$ cat src/logic/sync_edge_pkg.sv
// constants, field layout and carrier types for the sync edge sense and pulse width decoder
// assumes a 32-bit APB slave on ref_clk; all offsets are byte addresses
package sync_edge_pkg;
  // ****************************************
  // register byte offsets
  // ****************************************
  localparam logic [7:0] OFF_EDGE_SENSE = 8'h00;
  localparam logic [7:0] OFF_MODULE_STOP = 8'h04;
  localparam logic [7:0] OFF_DECODE_CTRL = 8'h08;
  localparam logic [7:0] OFF_COMPARE_B = 8'h0C;
  localparam logic [7:0] OFF_MASK_OFFSET = 8'h10;
  localparam logic [7:0] OFF_STATUS = 8'h14;
  // ****************************************
  // edge sense fields
  // ****************************************
  localparam int BIT_COMPOSITE = 5;
  localparam int BIT_HFLYBACK = 4;
  localparam int BIT_VFLYBACK = 3;
  localparam int BIT_PREEQ = 2;
  localparam int BIT_HLEVEL = 1;
  localparam int BIT_VLEVEL = 0;
  // ****************************************
  // module stop fields and reset
  // ****************************************
  localparam logic [15:0] MODULE_STOP_RESET = 16'h3FFF;
  localparam int BIT_FREE_TIMER_STOP = 13;
  localparam int BIT_TIMER01_STOP = 12;
  localparam int BIT_TIMERXY_STOP = 8;
  // ****************************************
  // decode control fields and reset values
  // ****************************************
  localparam int BIT_INV_H = 0;
  localparam int BIT_INV_V = 1;
  localparam int BIT_CORRECT = 2;
  localparam int POS_CLEAR_SEL = 3;
  localparam int POS_CLOCK_SEL = 5;
  localparam logic [1:0] CLEAR_ON_RISE = 2'h3;
  localparam logic [2:0] CLOCK_SYSTEM = 3'h1;
  localparam logic [7:0] DECODE_CTRL_RESET = 8'h00;
  localparam logic [7:0] COMPARE_B_RESET = 8'hFF;
  localparam logic [7:0] MASK_OFFSET_RESET = 8'hFF;
  localparam int BIT_STAT_DECODED = 8;
  localparam int BIT_STAT_MASK = 9;
  // ****************************************
  // carrier types
  // ****************************************
  typedef struct packed {
    logic composite_sync_pin;
    logic horiz_flyback_pin;
    logic vert_flyback_pin;
    logic hsync_pin;
    logic vsync_pin;
  } sync_pins_t;
  typedef struct packed {
    logic free_timer;
    logic timer01;
    logic timerxy_connection;
  } stop_out_t;
endpackage

$ cat src/logic/sync_edge_decoder.sv
// sync edge sense flags, module stop control and pulse width decoder
// assumes sync pins are asynchronous and the APB master sits on ref_clk
`timescale 1ns/1ps
module sync_edge_decoder
  import sync_edge_pkg::*;
(
  // clock, reset, enable
  input wire logic ref_clk,
  input wire logic rst,
  input wire logic ce,
  input wire logic hw_standby,
  // apb slave
  input wire logic psel,
  input wire logic penable,
  input wire logic pwrite,
  input wire logic [7:0] paddr,
  input wire logic [31:0] pwdata,
  output logic [31:0] prdata,
  output logic pready,
  output logic pslverr,
  // sync pins
  input wire sync_pins_t pins,
  // results
  output stop_out_t module_stopped,
  output logic decoded_pulse_output,
  output logic horiz_corrected
);

  // ****************************************
  // helpers
  // ****************************************
  // address compare, used by read mux and write decode
  function automatic logic hit(input logic [7:0] a, input logic [7:0] off);
    hit = (a == off);
  endfunction

  // ****************************************
  // pin synchronisers
  // ****************************************
  logic [4:0] pin_s1; // first stage, read only by pin_s2
  logic [4:0] pin_s2; // safe level
  logic [4:0] pin_s3; // previous safe level for edges

  // two flops per pin, then one for edge detection
  always_ff @(posedge ref_clk or posedge rst) begin
    if (rst) begin
      pin_s1 <= 5'h00;
      pin_s2 <= 5'h00;
      pin_s3 <= 5'h00;
    end else if (ce) begin
      pin_s1 <= pins;
      pin_s2 <= pin_s1;
      pin_s3 <= pin_s2;
    end
  end

  // ****************************************
  // registers
  // ****************************************
  logic [15:0] module_stop_control; // software view
  logic [7:0] decode_ctrl; // inversion, correction, clear and clock select
  logic [7:0] compare_b_register; // pulse width threshold
  logic [7:0] mask_offset_register; // mask interval offset
  logic [3:0] flags; // edge flags, bits 5..2 of edge sense
  logic [3:0] read_seen; // flag was read as 1 since last clear
  logic [3:0] set_ev; // flag set events this cycle
  logic internal_horiz_input;
  logic internal_vert_input;
  logic horiz_prev; // last horizontal level for edges
  logic [7:0] timer_counter; // decoder counter, also shown in status
  logic mask_active; // inside a mask interval
  logic acc_done; // access phase completes this edge
  logic wr_ok;
  logic rd_ok;

  assign acc_done = psel && penable && pready;
  assign wr_ok = acc_done && pwrite;
  assign rd_ok = acc_done && !pwrite;
  // software picks inversion so the horizontal signal is positive phase
  assign internal_horiz_input = pin_s2[1] ^ decode_ctrl[BIT_INV_H];
  assign internal_vert_input = pin_s2[0] ^ decode_ctrl[BIT_INV_V];

  // ****************************************
  // apb response
  // ****************************************
  logic [31:0] rd_mux;
  logic rd_err;

  // read mux; unmapped addresses answer zero with an error
  always_comb begin
    rd_mux = 32'h0000_0000;
    rd_err = 1'b0;
    if (hit(paddr, OFF_EDGE_SENSE)) begin
      rd_mux[5:2] = flags;
      rd_mux[BIT_HLEVEL] = internal_horiz_input;
      rd_mux[BIT_VLEVEL] = internal_vert_input;
    end else if (hit(paddr, OFF_MODULE_STOP)) begin
      rd_mux[15:0] = module_stop_control;
    end else if (hit(paddr, OFF_DECODE_CTRL)) begin
      rd_mux[7:0] = decode_ctrl;
    end else if (hit(paddr, OFF_COMPARE_B)) begin
      rd_mux[7:0] = compare_b_register;
    end else if (hit(paddr, OFF_MASK_OFFSET)) begin
      rd_mux[7:0] = mask_offset_register;
    end else if (hit(paddr, OFF_STATUS)) begin
      rd_mux[7:0] = timer_counter;
      rd_mux[BIT_STAT_DECODED] = decoded_pulse_output;
      rd_mux[BIT_STAT_MASK] = mask_active;
    end else begin
      rd_err = 1'b1;
    end
  end

  // answer sampled in setup, ready in the first access cycle
  always_ff @(posedge ref_clk or posedge rst) begin
    if (rst) begin
      pready <= 1'b0;
      prdata <= 32'h0000_0000;
      pslverr <= 1'b0;
    end else if (ce) begin
      if (psel && !penable) begin
        pready <= 1'b1;
        prdata <= pwrite ? 32'h0000_0000 : rd_mux;
        pslverr <= rd_err;
      end else begin
        pready <= 1'b0;
        pslverr <= 1'b0;
      end
    end
  end

  // ****************************************
  // control registers
  // ****************************************
  // plain read/write registers; hardware standby restores the stop default
  always_ff @(posedge ref_clk or posedge rst) begin
    if (rst) begin
      module_stop_control <= MODULE_STOP_RESET;
      decode_ctrl <= DECODE_CTRL_RESET;
      compare_b_register <= COMPARE_B_RESET;
      mask_offset_register <= MASK_OFFSET_RESET;
    end else if (ce) begin
      if (hw_standby) begin
        module_stop_control <= MODULE_STOP_RESET;
      end else if (wr_ok && hit(paddr, OFF_MODULE_STOP)) begin
        module_stop_control <= pwdata[15:0];
      end
      if (wr_ok && hit(paddr, OFF_DECODE_CTRL)) begin
        decode_ctrl <= pwdata[7:0];
      end
      if (wr_ok && hit(paddr, OFF_COMPARE_B)) begin
        compare_b_register <= pwdata[7:0];
      end
      if (wr_ok && hit(paddr, OFF_MASK_OFFSET)) begin
        mask_offset_register <= pwdata[7:0];
      end
    end
  end

  // ****************************************
  // module stop, applied at bus cycle end
  // ****************************************
  // a stop only lands once the bus is idle, so a transfer in flight finishes first
  always_ff @(posedge ref_clk or posedge rst) begin
    if (rst) begin
      module_stopped <= 3'h7;
    end else if (ce && !psel) begin
      module_stopped.free_timer <= module_stop_control[BIT_FREE_TIMER_STOP];
      module_stopped.timer01 <= module_stop_control[BIT_TIMER01_STOP];
      module_stopped.timerxy_connection <= module_stop_control[BIT_TIMERXY_STOP];
    end
  end

  // ****************************************
  // edge flags
  // ****************************************
  logic horiz_edge;
  logic horiz_rise;

  assign horiz_edge = internal_horiz_input != horiz_prev;
  assign horiz_rise = internal_horiz_input && !horiz_prev;
  // edges come from clock-sampled levels, never from the raw pins
  assign set_ev[3] = pin_s2[4] && !pin_s3[4];
  assign set_ev[2] = pin_s2[3] && !pin_s3[3];
  assign set_ev[1] = pin_s2[2] && !pin_s3[2];
  assign set_ev[0] = horiz_edge && mask_active;

  // previous horizontal level
  always_ff @(posedge ref_clk or posedge rst) begin
    if (rst) begin
      horiz_prev <= 1'b0;
    end else if (ce) begin
      horiz_prev <= internal_horiz_input;
    end
  end

  // set wins over clear; a clear needs a read that returned 1, judged from prdata since a flag may rise after setup
  genvar gi;
  generate
    for (gi = 0; gi < 4; gi++) begin : g_flag
      always_ff @(posedge ref_clk or posedge rst) begin
        if (rst) begin
          flags[gi] <= 1'b0;
          read_seen[gi] <= 1'b0;
        end else if (ce) begin
          if (hw_standby) begin
            flags[gi] <= 1'b0;
            read_seen[gi] <= 1'b0;
          end else if (set_ev[gi]) begin
            flags[gi] <= 1'b1;
          end else if (wr_ok && hit(paddr, OFF_EDGE_SENSE) && !pwdata[gi + 2] && read_seen[gi]) begin
            flags[gi] <= 1'b0;
            read_seen[gi] <= 1'b0;
          end else if (rd_ok && hit(paddr, OFF_EDGE_SENSE) && prdata[gi + 2]) begin
            read_seen[gi] <= 1'b1;
          end
        end
      end
    end
  endgenerate

  // ****************************************
  // free-running timer and mask interval
  // ****************************************
  logic [15:0] frc; // free counter
  logic [15:0] capture; // value caught at horizontal rise
  logic [15:0] mask_lo;
  logic [15:0] mask_hi;
  logic correct_on;

  assign correct_on = decode_ctrl[BIT_CORRECT];
  assign mask_lo = capture + {8'h00, mask_offset_register};
  assign mask_hi = capture + {7'h00, mask_offset_register, 1'b0};

  // counter runs unless its module is stopped
  always_ff @(posedge ref_clk or posedge rst) begin
    if (rst) begin
      frc <= 16'h0000;
    end else if (ce && !module_stopped.free_timer) begin
      frc <= frc + 16'h0001;
    end
  end

  // capture on rise, suppressed inside a mask when correcting; mask between two matches
  always_ff @(posedge ref_clk or posedge rst) begin
    if (rst) begin
      capture <= 16'h0000;
      mask_active <= 1'b0;
    end else if (ce && !module_stopped.free_timer) begin
      if (horiz_rise && !(correct_on && mask_active)) begin
        capture <= frc;
        mask_active <= 1'b0;
      end else if (frc == mask_lo) begin
        mask_active <= 1'b1;
      end else if (frc == mask_hi) begin
        mask_active <= 1'b0;
      end
    end
  end

  // corrected horizontal: holds through a mask when correction is on
  always_ff @(posedge ref_clk or posedge rst) begin
    if (rst) begin
      horiz_corrected <= 1'b0;
    end else if (ce && !(correct_on && mask_active)) begin
      horiz_corrected <= internal_horiz_input;
    end
  end

  // ****************************************
  // pulse width decoder
  // ****************************************
  logic decode_run; // channel x and connection running
  logic match_armed; // one latch per period
  logic match_b_ev; // compare match b

  assign decode_run = ce && !module_stopped.timerxy_connection;
  assign match_b_ev = match_armed && (timer_counter == compare_b_register);

  // counter clears on horizontal rise when so selected, counts the system clock
  always_ff @(posedge ref_clk or posedge rst) begin
    if (rst) begin
      timer_counter <= 8'h00;
      match_armed <= 1'b0;
    end else if (decode_run) begin
      if (horiz_rise && decode_ctrl[POS_CLEAR_SEL +: 2] == CLEAR_ON_RISE) begin
        timer_counter <= 8'h00;
        match_armed <= 1'b1;
      end else begin
        if (decode_ctrl[POS_CLOCK_SEL +: 3] == CLOCK_SYSTEM) begin
          timer_counter <= timer_counter + 8'h01;
        end
        if (match_b_ev) begin
          match_armed <= 1'b0;
        end
      end
    end
  end

  // delay latch: horizontal level at the first match after a clear
  // a long pulse still reads 1 at threshold, a short one 0
  always_ff @(posedge ref_clk or posedge rst) begin
    if (rst) begin
      decoded_pulse_output <= 1'b0;
    end else if (decode_run && match_b_ev && !horiz_rise) begin
      decoded_pulse_output <= internal_horiz_input;
    end
  end

  // ****************************************
  // assertions
  // ****************************************
  a_comp_edge_set: assert property (@(posedge ref_clk) disable iff (rst)
    (ce && set_ev[3] && !hw_standby) |=> flags[3])
    else $error("composite edge did not set its flag");
  a_hfly_edge_set: assert property (@(posedge ref_clk) disable iff (rst)
    (ce && pin_s2[3] && !pin_s3[3] && !hw_standby) |=> flags[2])
    else $error("horizontal flyback edge lost");
  a_vfly_edge_set: assert property (@(posedge ref_clk) disable iff (rst)
    (ce && pin_s2[2] && !pin_s3[2] && !hw_standby) |=> flags[1])
    else $error("vertical flyback edge lost");
  a_preeq_mask_set: assert property (@(posedge ref_clk) disable iff (rst)
    (ce && horiz_edge && mask_active && !hw_standby) |=> flags[0])
    else $error("edge in mask did not raise pre-equalization flag");
  a_clear_after_read: assert property (@(posedge ref_clk) disable iff (rst)
    ($fell(flags[3]) && !$past(hw_standby)) |-> $past(read_seen[3]) && $past(wr_ok))
    else $error("flag cleared without prior read");
  a_level_read: assert property (@(posedge ref_clk) disable iff (rst)
    (ce && psel && !penable && !pwrite && paddr == OFF_EDGE_SENSE) |=>
    prdata[1:0] == {$past(internal_horiz_input), $past(internal_vert_input)})
    else $error("level bits read wrong");
  a_stop_bus_end: assert property (@(posedge ref_clk) disable iff (rst)
    (module_stopped != $past(module_stopped)) |-> !$past(psel))
    else $error("module stop changed inside a bus cycle");
  a_stop_after_idle: assert property (@(posedge ref_clk) disable iff (rst)
    (ce && !psel && !hw_standby) |=> module_stopped.timerxy_connection == $past(module_stop_control[BIT_TIMERXY_STOP]))
    else $error("connection stop not applied");
  a_counter_clear: assert property (@(posedge ref_clk) disable iff (rst)
    (decode_run && horiz_rise && decode_ctrl[POS_CLEAR_SEL +: 2] == CLEAR_ON_RISE) |=> timer_counter == 8'h00)
    else $error("counter not cleared on rise");
  a_decode_latch: assert property (@(posedge ref_clk) disable iff (rst)
    (decode_run && match_b_ev && !horiz_rise) |=> decoded_pulse_output == $past(internal_horiz_input))
    else $error("decoded output did not latch level");
  a_mask_hold: assert property (@(posedge ref_clk) disable iff (rst)
    (ce && correct_on && mask_active) |=> $stable(horiz_corrected))
    else $error("edge passed inside mask");
  a_stop_reset: assert property (@(posedge ref_clk) disable iff (rst)
    $past(hw_standby) && $past(ce) |-> module_stop_control == MODULE_STOP_RESET)
    else $error("standby did not restore module stop");

endmodule

$ cat config.mk
export PLATFORM = sky130hd
export DESIGN_NAME = sync_edge_decoder
export DESIGN_NICKNAME = d
export VERILOG_FILES = /design/src/logic/sync_edge_pkg.sv /design/src/logic/sync_edge_decoder.sv
export SDC_FILE = /design/constraint.sdc
export NUM_CORES = 1
export LEC_CHECK = 0
export BUFFER_PORTS_ARGS = -buffer_cell sky130_fd_sc_hd__buf_2
export CAP_MARGIN = 5
export CORE_MARGIN = 5
export CORE_UTILIZATION = 63
export DETAILED_ROUTE_END_ITERATION = 12
export GPL_ROUTABILITY_DRIVEN = 0
export PLACE_DENSITY_LB_ADDON = 0.25
export SLEW_MARGIN = 20
export SYNTH_ARGS = -nofsm -noshare
export SYNTH_HDL_FRONTEND = slang
export SYNTH_SLANG_ARGS = --single-unit
$ cat constraint.sdc
create_clock -name ref_clk -period 5.9 [get_ports ref_clk]
set_input_delay 0.885 -clock ref_clk [delete_from_list [all_inputs] [get_ports ref_clk]]
set_output_delay 0.885 -clock ref_clk [all_outputs]
set_load 0.03 [all_outputs]
* After elaboration in Yosys (flattened, before gate mapping) *
Cells that the tools add are included.

word-level totals
  flip-flop bits (word level) = 145
  bits in latches = 0
  bits in writable memories = 0
  bits in read-only memories = 0
  bits of input ports = 52
  output and inout bits = 39
  word-level logic and storage cells = 190
  memories = 0

cells by class
  add/sub/neg operators = 4
  $mul = 0
  div/mod/pow operators = 0
  $lt $le $gt $ge = 0
  equal/unequal tests = 15
  shift operators = 0
  muxes and demuxes = 57
  bitwise operators = 2
  reductions and logical operators = 83

operators by type and width
  operator                                                          number
  16-bit two-way mux                                                3
  1-bit two-way mux                                                 41
  8-bit two-way mux                                                 5
  1-bit logical AND                                                 38
  16-bit == test                                                    2
  10-bit two-way mux                                                3
  3-bit nonzero test                                                9
  2-bit AND reduction                                               13
  16-bit by 1-bit adder with 16-bit output (second input constant)  1
  16-bit by 8-bit adder with 16-bit output                          1
  16-bit by 9-bit adder with 16-bit output                          1
  8-bit by 4-bit == test with 1-bit output (second input constant)  2
  8-bit by 5-bit == test with 1-bit output (second input constant)  2
  1-bit zero test                                                   15
  6-bit two-way mux                                                 2
  3-bit AND reduction                                               4
  8-bit by 1-bit adder with 8-bit output (second input constant)    1
  8-bit by 3-bit == test with 1-bit output (second input constant)  1
  8-bit == test                                                     1
  8-bit zero test                                                   1
  2-bit != test (second input constant)                             4
  2-bit two-way mux                                                 3
  2-bit nonzero test                                                3
  3-bit by 1-bit == test with 1-bit output (second input constant)  1
  3 further kinds                                                   4

* Longest topological paths before layout *
Gate-level depths: netlist of run 1.

  word-level depth = 9
  mapped depth = 11
  gate-level depth less buffers = 11

* Worst setup path before layout of run 1 *
Ideal clock, no wire load.

  path kind = register to register
  start point = register mask_offset_register[0]
  end point = register mask_active
  setup time = 130 ps
  data arrival time = 2743 ps
  required time = 5770 ps
  path slack = 3027 ps
  stages on the path, launching flop included = 12
  buffers on the path = 0
  clock period less this slack = 2873 ps
  cells stage by stage = dfstp_2 -> ha_1 -> inv_1 -> fa_1 -> nand2b_1 -> a21boi_1 -> a311o_1 -> a31o_1 -> mux2_4 -> a2111o_1 -> a2111oi_2 -> nor3_1

between the ends
  longest elaborated chain between the ends = 4
  elaborated cells between the ends (all ways) = 8
  those cells by class = add/sub: 2; eq/ne: 2; mux: 2; reduce/logical: 2

RTL lines
  what                                                                                                  line                                                source
  start, declared                                                                                       sync_edge_decoder.sv:63                             logic [7:0] mask_offset_register;
  start signal, assigned                                                                                sync_edge_decoder.sv:155                            mask_offset_register <= pwdata[7:0];
  16-bit by 8-bit adder with 16-bit output or 16-bit by 9-bit adder with 16-bit output (tied branches)  sync_edge_decoder.sv:232, sync_edge_decoder.sv:233
  16-bit == test, on equally long branches                                                              sync_edge_decoder.sv:253, sync_edge_decoder.sv:255
  3-bit nonzero test (no source line) or 1-bit two-way mux (tied branches)                              -
  2-bit AND reduction (no source line) or 1-bit two-way mux (tied branches)                             -
  end signal, assigned                                                                                  sync_edge_decoder.sv:252                            mask_active <= 1'b0;
  end signal, assigned                                                                                  sync_edge_decoder.sv:254                            mask_active <= 1'b1;
  end signal, assigned                                                                                  sync_edge_decoder.sv:256                            mask_active <= 1'b0;
  end, declared                                                                                         sync_edge_decoder.sv:71                             logic mask_active;

Parallel ways exist; a longest one is shown, timed or not.
A chain may end at the register's enable or synchronous reset.

* Worst setup path in the final report of run 1 *
  start point = input port ce
  end point = register prdata[7]

between the ends
  longest elaborated chain between the ends = 1

RTL lines
  what                                  line                      source
  start, declared                       sync_edge_decoder.sv:10   input wire logic ce,
  2-bit AND reduction (no source line)  -
  end signal, assigned                  sync_edge_decoder.sv:123  prdata <= pwrite ? 32'h0000_0000 : rd_mux;
  end, declared                         sync_edge_decoder.sv:18   output logic [31:0] prdata,

No other way between the ends.

==> summary.txt, run 1 <==
Synth
  • Share of flip-flops with an asynchronous set or reset: 100%
  • Seq/Total Area, Yosys: 45.4%
  • Post-Syn Area per Cell: 10.3 um2
  • EDFF count, synth: 0
  • Gate Count Post-Synth: 692
  • Cell variety after synth: 66
  • Yosys top cell area share: 33.2%
  • Synth Register Bits: 127
  • Most common cell in the synthesized netlist: dfrtp_1
  • Synth area leaders: dfrtp_1 (33%), dfstp_2 (12%), mux2_2 (8.9%), xnor2_1 (4.9%), nand2_1 (3.8%)
  • Synth top cells by count: dfrtp_1 (94), nand2_1 (71), mux2_2 (56), o21ai_0 (43), xnor2_1 (40)
  • Synthesized area: 7100 um2
  • Predominant post-synthesis flop cell: dfrtp_1
  • Synth warn: 0
  • Synth area leader: dfrtp_1

Place
  • # port buffers: 58
  • DP Area: 7380 um2
  • DP Wirelength: 12.1 mm

Detailed routing
  • Vias/cell: 6.27
  • TritonRoute pass-1 iters: 5
  • Post-route ant nets: 0
  • 1st-iter DRT viols: 543
  • DR vias: 5569
  • Routed len/inst: 19.4 um
  • # DRC: 0
  • Detailed-route wire length: 17.2 mm

Clock network
  • H-tree depth: 4
  • CTS sink cnt: 127
  • Post-CTS Resized: 0
  • CTS Buf Count: 17
  • CTS tree: done
  • Worst-Skew Late Latency: 0.42 ns
  • Clk pin slew, worst setup/hold paths: 0.06 ns
  • Post-CTS Setup Bufs: 0
  • Hold_buf cts: 0
  • CTS root buf: clkbuf_16
  • Clock buffer depth: 2

Power and ir drop
  • Net switching fraction of the power: 26.2%
  • Power density over cell area: 279 nW/um2
  • Logic gate share of total power: 10.7%
  • Clk pwr share: 45.1%
  • Static leakage: 3.66 nW
  • Cell internal pwr: 1.64 mW
  • Seq pwr share: 44.2%
  • Switching power: 0.581 mW
  • VDD IR max: 0.227 mV

GRT
  • Pin count of the biggest net entering global routing: 72
  • Global-route wire length before repair: 28.2 mm
  • GR Util All Layers: 27.3%
  • Initial antenna violation count: 0
  • Vias in the first global route: 5605
  • Total grt overflow: 0

STA
  • Slew @ Worst Pin: 0.895 ns
  • Final setup violation count: 0
  • Post-route clock period utilization: 56.2%
  • Final Hold Viols: 0
  • RSZ-0062 raised after global routing: false
  • Fmax: 0.302 GHz
  • Hold slack: 0.475 ns
  • Clock skew: 0.00841 ns
  • Slew HR: 40.1%
  • Fin crit period: 3.32 ns
  • Sum Neg Setup Slack: 0 ns
  • Max-slew violations: 0

Floorplan
  • Initial Utilization: 64.9%
  • Full die area: 13500 um2
  • Rows: 38
  • Die width: 116 um
  • # IOs: 91
  • Die Height: 116 um
  • Core area: 10900 um2

Final layout
  • Multi-input gate area: 3580 um2
  • Share of layout cells above drive strength 1: 25.4%
  • Final Cell Area: 7950 um2
  • NumNets Final: 808
  • Synthesis-to-layout area growth: 12.0%
  • Fill count: 782
  • Register area: 3220 um2
  • Antenna cell count: 0

Hold path
  • Worst min-delay path class: reg2reg

Worst setup path
  • Buf/Inv on CP: 1
  • Crit path cell chain: buf_2, nand3b_1, or2_2, nor3_2, a22oi_1, o21ai_0
  • CP delay by family, top: simple AND/OR/NAND/NOR gates
  • Startpoint type of the worst setup path: input pin
  • Crit path kind: in2reg
  • Slowest cell delay on critical path: 0.69 ns
  • Largest fanout on the critical path: 39
  • Critical Path RT: 6.24 ns
  • Worst Path Arrival: 3.66 ns
  • Crit path max-delay cell type: nand3b_1
  • Crit end category: register

Job
  • Max-cap viol count: 0

Status
  • Status: completed
worst reg2reg max path, delay by kind of cell, from the launching register on:
family | cells | cell delay [ns]
AOI/OAI and AO/OA | 5 | 1.53
DFF | 1 | 0.56
adders and majority gates | 2 | 0.59
buffers and inverters | 1 | 0.07
and+or+nand+nor | 3 | 0.39
path summary, 6_finish.rpt:
kind                       slack (ns)                       to                                start  cells past startpoint
setup / recovery                 2.58    prdata[7]$_DFFE_PP0P_                                   ce                      6
hold / removal                   0.48    prdata[9]$_DFFE_PP0P_                prdata[9]$_DFFE_PP0P_                      2
setup reg to reg                 2.64  mask_active$_DFFE_PP0P_  mask_offset_register[0]$_DFFE_PP1P_                     11
hold reg to reg                  0.48    prdata[9]$_DFFE_PP0P_                prdata[9]$_DFFE_PP0P_                      2
max in group asynchronous        3.98  capture[11]$_DFFE_PP0P_                                  rst                      3
min in group asynchronous        0.57    prdata[7]$_DFFE_PP0P_                                  rst                      2
metal layers:
metal	vias up	track usage (%)	wire [um]
li1	2541	-	-
met1	2770	36.3	7270
met2	220	42.9	8220
met3	38	8.19	1390
met4	0	9.74	341
met5	-	0	0
stage by stage:
step	util (%)	power [mW]	worst slack (ns)	instances
3_5_place_dp	67.5	1.22	2.19	856
4_1_cts	72.7	2.23	2.62	888
6_report	72.7	2.22	2.58	888
5_1_grt	72.7	2.30	2.31	888
3_3_place_gp	67.5	1.21	2.31	856
2_1_floorplan	-	1.16	1.69	707
placed cells by master (no fill, tap or decap), types with 7 or more instances in the layout:
master,instances
mux2_2,56
a31oi_1,8
xnor2_1,40
a22oi_1,14
a22o_1,8
o22a_1,17
ha_1,19
nand4_1,14
nor2b_1,7
nor3_1,10
xor2_1,26
nand2_1,71
nor4_1,7
buf_2,58
nor2_1,22
nand2b_1,14
and3_1,8
a21oi_1,20
conb_1,16
inv_1,24
dfstp_2,33
o21ai_0,43
clkbuf_16,17
dfrtp_1,94
nand3_1,17
power by group through the flow:
stage	Sequential [mW]	Combinational, mW	Clock, mW
after global routing	0.989	0.264	1.05
after global placement	0.986	0.220	0
final	0.982	0.238	1.00
after detailed placement	0.992	0.233	0
after CTS	0.980	0.238	1.01
after floorplan	0.962	0.198	0
layout make-up:
| cell class | count | area share [%] |
|---|---|---|
| flip-flops and latches | 127 | 40.5 |
| clock buffers | 23 | 6.14 |
| inverters | 25 | 1.21 |
| multi-input cells | 504 | 45.1 |
| well taps | 140 | 2.20 |
| repair buffers | 60 | 3.84 |
| clock inverters | 9 | 1.04 |
registers in the layout (all words and copies together), names as in the netlist:
signal	count
decoded_pulse_output	1
timer_counter	8
pslverr	1
module_stop_control	16
pin_s3	3
frc	16
pready	1
decode_ctrl	8
capture	16
horiz_prev	1
mask_offset_register	8
read_seen	4
match_armed	1
flags	4
module_stopped	3
compare_b_register	8
prdata	16
pin_s1	5
mask_active	1
horiz_corrected	1
pin_s2	5
kinds of logic (layout without fill, tap and decap cells):
logic type               after synthesis  count (layout)  share of synthesized area [%]
adder cells (fa/ha/maj)               21              21                           3.91
flip-flops                           127             127                           45.4
XOR/XNOR                              66              66                           8.15
AND/OR/NAND/NOR                      192             192                           13.6
AO/OA/AOI/OAI                        150             150                           14.6
multiplexers                          59              59                           9.38
other                                  1              16                         0.0528
buffers and inverters                 76             117                           4.94
(Power assumes the default switching activity.)
==> inputs of run 2 (changes only) <==
CORE_UTILIZATION = 53   (was 63)
clock period = 2.9 ns   (was 5.9 ns; I/O delays follow)
==> run 2 against run 1 <==
Effect of this change:
- power increased by 120%
- cell count increased by 6.8%
- global-route usage decreased by 5.2 points
- via count decreased by 1.7%
- worst setup slack got worse by 2.6 ns
- critical endpoint is now mask_active$_DFFE_PP0P_
==> summary.txt, run 2 (synthesized netlist as in run 1, its figures left out) <==
Status
  • Status: completed

GRT
  • M3 GR Usage: 5.76% (-2.4 points)
  • Met2 GRT Util: 36.4% (-6.5 points)
  • Met1 Use GR: 28.6% (-7.7 points)
  • Vias in the first global route: 5639 (+0.61%)
  • Total grt overflow: 0 (unchanged)
  • Busiest grt layer: met2
  • GR Util All Layers: 22.1% (-5.2 points)
  • Initial antenna violation count: 0 (unchanged)
  • Pin count of the biggest net entering global routing: 128 (+78%)
  • Global-route wire length before repair: 28.3 mm (+0.39%)

Final layout
  • Antenna cell count: 0 (unchanged)
  • Register area: 3220 um2 (unchanged)
  • Synthesis-to-layout area growth: 17.5%
  • Fill count: 1084 (+39%)
  • Post-layout util: 63.2% (-9.5 points)
  • Most frequent cells in the layout: dfrtp_1 (94), nand2_1 (71), buf_2 (58)
  • NumNets Final: 832 (+3.0%)
  • Share of layout cells above drive strength 1: 29.7% (+4.3 points)
  • Multi-input gate area: 3650 um2 (+1.8%)
  • Commonest non-fill, non-tap cell in the layout: dfrtp_1

Detailed routing
  • Detailed-route wire length: 17.0 mm (-1.1%)
  • # DRC: 0 (unchanged)
  • TritonRoute pass-1 iters: 5 (unchanged)
  • Vias/cell: 5.78 (-7.9%)
  • DR vias: 5476 (-1.7%)
  • Post-route ant nets: 0 (unchanged)
  • Routed len/inst: 17.9 um (-7.4%)
  • 1st-iter DRT viols: 425 (-22%)

Floorplan
  • Die width: 126 um (+8.2%)
  • Die Height: 126 um (+8.2%)
  • Initial Utilization: 53.8% (-11 points)
  • Rows: 42 (+11%)
  • Core area: 13200 um2 (+21%)
  • # IOs: 91 (unchanged)
  • Full die area: 15800 um2 (+17%)

STA
  • Sum Neg Setup Slack: 0 ns (unchanged)
  • Post-route clock period utilization: 99.8%
  • Slew @ Worst Pin: 0.700 ns (-0.195 ns)
  • Hold slack: 0.204 ns (-0.271 ns)
  • Slew HR: 53.3% (+13 points)
  • Final setup violation count: 0 (unchanged)
  • Fin crit period: 2.89 ns
  • Clock skew: 0.00774 ns (-0.000671 ns)
  • Fmax: 0.346 GHz
  • RSZ-0062 raised after global routing: true
  • Final Hold Viols: 0 (unchanged)
  • Max-slew violations: 0 (unchanged)

Clock network
  • CTS tree: done
  • Worst-Skew Late Latency: 0.42 ns (about the same)
  • CTS sink cnt: 127 (unchanged)
  • CTS root buf: clkbuf_16
  • CTS Buf Count: 17 (unchanged)
  • H-tree depth: 4 (unchanged)
  • Clk pin slew, worst setup/hold paths: 0.06 ns (about the same)
  • Clock buffer depth: 2 (unchanged)

Job
  • Max-cap viol count: 0 (unchanged)

Worst setup path
  • FF-to-FF End: mask_active$_DFFE_PP0P_
  • Crit path kind: reg2reg
  • Worst Path Arrival: 3.19 ns (-0.47 ns)
  • Critical Path RT: 3.20 ns (-3.04 ns)
  • Critical R2R Launch: mask_offset_register[4]$_DFFE_PP1P_
  • Largest fanout on the critical path: 5 (-87%)
  • Worst R2R Setup Slack: 0.007 ns (-2.63 ns)
  • R2R depth: 11 (unchanged)
  • Crit end category: register
  • Startpoint type of the worst setup path: register

Place
  • DP Wirelength: 12.4 mm (+1.9%)
  • # port buffers: 58 (unchanged)

Hold path
  • Worst min-delay path class: in2async

Power and ir drop
  • Static leakage: 3.83 nW (+4.8%)
  • Final Total Pwr: 4.84 mW (+120%)
  • Power density over cell area: 581 nW/um2 (+110%)
  • VDD IR max: 0.421 mV (+86%)
[run 2: worst max-delay path by stage]
stage                     cells after the start                       to                                start  slack (ns)
after global routing                         11  mask_active$_DFFE_PP0P_  mask_offset_register[4]$_DFFE_PP1P_       -0.12
after detailed placement                     11  mask_active$_DFFE_PP0P_  mask_offset_register[0]$_DFFE_PP1P_       -0.16
after CTS                                    12  mask_active$_DFFE_PP0P_  mask_offset_register[0]$_DFFE_PP1P_      0.0008
final                                        11  mask_active$_DFFE_PP0P_  mask_offset_register[4]$_DFFE_PP1P_       0.007
after global placement                       11  mask_active$_DFFE_PP0P_  mask_offset_register[0]$_DFFE_PP1P_       -0.05
after floorplan                              11  mask_active$_DFFE_PP0P_  mask_offset_register[0]$_DFFE_PP1P_        0.03
[run 2: power breakdown]
part           switching, mW  internal (mW)  total (mW)  leakage, nW
combinational          0.293          0.225       0.518         1.91
sequential             0.120           1.86        1.99         1.61
clock                  0.806           1.54        2.34        0.311
[run 2: area by class of cell]
| type | count | share of cell area, % |
|---|---|---|
| timing repair buffer | 84 | 5.97 |
| tap | 176 | 2.64 |
| sequential | 127 | 38.6 |
| clock inverter | 15 | 2.81 |
| clock buffer | 17 | 5.10 |
| multi-input combinational | 504 | 43.7 |
| inverter | 25 | 1.17 |
[run 2: worst max-delay path, cell delays in order (launching register included)]
cell       delay [ns]
dfstp_2          0.61
ha_2             0.33
a21oi_2          0.17
nor2b_1          0.06
a311o_1          0.34
a31o_1           0.25
buf_4            0.14
buf_4            0.13
a311oi_1         0.26
o21bai_1         0.13
a2111oi_2        0.28
nor3_1           0.07
[run 2: what timing repair did]
action	4_1_cts	5_1_grt
resized for setup	7	7
hold endpoints to repair	0	0
hold buffers	0	0
setup buffers	2	0
pin swaps	5	2
endpoints found under the setup margin	1	1
[run 2: through the flow]
stage	cell area, um2	setup WS, ns	std cells
floorplan	7160	0.0272	707
global placement	7600	-0.0471	914
detailed placement	7600	-0.162	914
CTS	8310	0.000770	948
global route	8340	-0.120	948
finish	8340	0.00686	948
[run 2: metal layers]
layer  up-vias  part of all wire, %
met5         -                    0
met4         0                  2.1
met3        27                  4.5
met2       146                   49
met1      2721                   45
li1       2582                    -
==> inputs of run 3 (changes only) <==
==> constraint.sdc (replaced) <==
create_clock -name ref_clk -period 2.9 [get_ports ref_clk]
set_input_delay 0.58 -clock ref_clk [delete_from_list [all_inputs] [get_ports ref_clk]]
set_output_delay 0.58 -clock ref_clk [all_outputs]
set_load 0.03 [all_outputs]
==> run 3 against run 2 <==
Effect of this change:
- design area shrank 0.57%
- non-clock buffer count grew 3
- largest power group unchanged
- first-iteration DRC count grew 5.4%
- worst setup slack gained 0.036 ns
- count of clock-buffer cells in the layout grew 4
==> summary.txt, run 3 (synthesized netlist as in run 1, its figures left out) <==
Final layout
  • Synthesis-to-layout area growth: 16.9%
  • NumNets Final: 835 (+0.36%)
  • Share of layout cells above drive strength 1: 29.2% (-0.50 points)
  • Post-layout util: 62.9% (-0.36 points)
  • Most frequent cells in the layout: dfrtp_1 (94), nand2_1 (71), buf_2 (58)
  • Register area: 3220 um2 (unchanged)
  • Fill count: 1059 (-2.3%)
  • Antenna cell count: 0 (unchanged)
  • Commonest non-fill, non-tap cell in the layout: dfrtp_1
  • Multi-input gate area: 3620 um2 (-0.65%)
  • Non-filler cells, final: 951 (+0.32%)
  • Final Cell Area: 8290 um2 (-0.57%)

Detailed routing
  • # DRC: 0 (unchanged)
  • Post-route ant nets: 0 (unchanged)
  • Detailed-route wire length: 17.6 mm (+3.6%)
  • TritonRoute pass-1 iters: 4 (-1)
  • Routed len/inst: 18.5 um (+3.3%)
  • Vias/cell: 5.84 (+1.0%)
  • 1st-iter DRT viols: 448 (+5.4%)
  • DR vias: 5551 (+1.4%)

Place
  • Worst slack, placed: -0.115 ns (+0.0470 ns)
  • # port buffers: 58 (unchanged)
  • DP Area: 7640 um2 (+0.46%)
  • DP Wirelength: 12.6 mm (+2.0%)
  • Number of placed instances, taps included: 917 (+0.33%)

GRT
  • GR Util All Layers: 23.0% (+0.91 points)
  • Initial antenna violation count: 0 (unchanged)
  • Total grt overflow: 0 (unchanged)
  • Pin count of the biggest net entering global routing: 72 (-44%)
  • Vias in the first global route: 5747 (+1.9%)
  • Global-route wire length before repair: 29.2 mm (+3.2%)

STA
  • Fin crit period: 2.86 ns (-0.0363 ns)
  • RSZ-0062 raised after global routing: true
  • Slew @ Worst Pin: 0.722 ns (+0.0216 ns)
  • Post-route clock period utilization: 98.5% (-1.3 points)
  • Sum Neg Setup Slack: 0 ns (unchanged)
  • Clock skew: 0.0101 ns (+0.00232 ns)
  • Fmax: 0.350 GHz (+1.3%)
  • Worst Setup Slack, final: 0.0432 ns (+0.0363 ns)
  • Hold slack: 0.123 ns (-0.0807 ns)
  • Final setup violation count: 0 (unchanged)
  • Final Hold Viols: 0 (unchanged)
  • Max-slew violations: 0 (unchanged)
  • Slew HR: 51.6% (-1.7 points)

Worst setup path
  • Startpoint type of the worst setup path: register
  • WP depth: 10 (-1)
  • Crit path kind: reg2reg
  • Critical Path RT: 3.20 ns (about the same)
  • Most used cell, CP: nand4_1
  • Crit end category: register
  • CP delay by family, top: adder cells
  • Largest fanout on the critical path: 3 (-2)
  • R2R depth: 10 (-1)
  • Buf/Inv on CP: 1 (-1)
  • Worst Path Arrival: 3.15 ns (-0.04 ns)
  • Crit path max-delay cell type: dfstp_2
  • Slowest cell delay on critical path: 0.54 ns (-0.07 ns)
  • Crit path cell chain: ha_1, inv_1, fa_2, xor2_1, nand4_1, nor4_2, nand4_1, a2111o_1, a2111oi_2, nor3_1

Clock network
  • CTS Buf Count: 17 (unchanged)
  • Worst-Skew Late Latency: 0.42 ns (about the same)
  • CTS root buf: clkbuf_16
  • CTS sink cnt: 127 (unchanged)
  • Hold_buf cts: 0 (unchanged)
  • Clk pin slew, worst setup/hold paths: 0.06 ns (about the same)
  • H-tree depth: 4 (unchanged)
  • CTS tree: done
  • Clock buffer depth: 2 (unchanged)

Floorplan
  • Full die area: 15800 um2 (unchanged)
  • Die width: 126 um (unchanged)
  • Core area: 13200 um2 (unchanged)
  • Rows: 42 (unchanged)
  • Die Height: 126 um (unchanged)
  • # IOs: 91 (unchanged)
  • Initial Utilization: 53.8% (unchanged)

Power and ir drop
  • Final Total Pwr: 4.65 mW (-3.9%)
  • VDD IR max: 0.426 mV (+1.1%)
  • Power density over cell area: 561 nW/um2 (-3.4%)
  • Static leakage: 3.82 nW (-0.36%)

Hold path
  • Worst min-delay path class: in2async

Job
  • Max-cap viol count: 0 (unchanged)

Status
  • Status: completed
-- run 3: cell count changes in the layout (fill, tap and decap cells not counted), moves of 2 or more --
| cell | change |
|---|---|
| ha_1 | +2 |
| buf_4 | +2 |
| clkinv_4 | -2 |
| clkbuf_8 | +3 |
| bufinv_16 | -3 |
-- run 3: worst paths after layout --
path / startpoint / endpoint / slack (ns)
setup / recovery: mask_offset_register[0]$_DFFE_PP1P_ / mask_active$_DFFE_PP0P_ / 0.04
hold / removal: rst / frc[6]$_DFFE_PP0P_ / 0.12
setup reg to reg: mask_offset_register[0]$_DFFE_PP1P_ / mask_active$_DFFE_PP0P_ / 0.04
hold reg to reg: prdata[8]$_DFFE_PP0P_ / prdata[8]$_DFFE_PP0P_ / 0.47
max in group asynchronous: rst / mask_offset_register[4]$_DFFE_PP1P_ / 2.08
min in group ref_clk: pwdata[11] / module_stop_control[11]$_DFFE_PP1P_ / 0.37
-- run 3: what timing repair did --
action                                  in CTS  in global routing
endpoints found under the setup margin       1                  1
gates resized for setup                      4                  5
endpoints found under the hold margin        0                  0
pin swaps                                    5                  3
gates cloned                                 0                  0
buffers inserted                             2                  0
-- run 3: worst reg2reg max path: stages, from the launching register on --
cell,delay (ns)
dfstp_2,0.54
ha_1,0.17
inv_1,0.06
fa_2,0.54
xor2_1,0.15
nand4_1,0.15
nor4_2,0.28
nand4_1,0.14
a2111o_1,0.42
a2111oi_2,0.21
nor3_1,0.07
-- run 3: final cells by class --
type,instances,share of cell area [%]
Multi-Input combinational cell,504,43.7
Sequential cell,127,38.8
Timing Repair Buffer,87,6.43
Clock buffer,21,5.67
Tap cell,176,2.66
Clock inverter,11,1.57
Inverter,25,1.18
-- run 3: report_power, final --
group | total, mW | switching [mW] | internal [mW]
clock network | 2.16 | 0.821 | 1.34
registers | 1.99 | 0.120 | 1.86
logic | 0.509 | 0.287 | 0.222
total | 4.65 | 1.23 | 3.43
-- run 3: routing by layer --
metal | routed length, um | track usage [%] | up-vias
met1 | 7570 | 29.2 | 2745
met3 | 983 | 6.05 | 37
met5 | 0 | 0 | -
met4 | 520 | 9.63 | 0
met2 | 8560 | 37.4 | 179
li1 | - | - | 2590
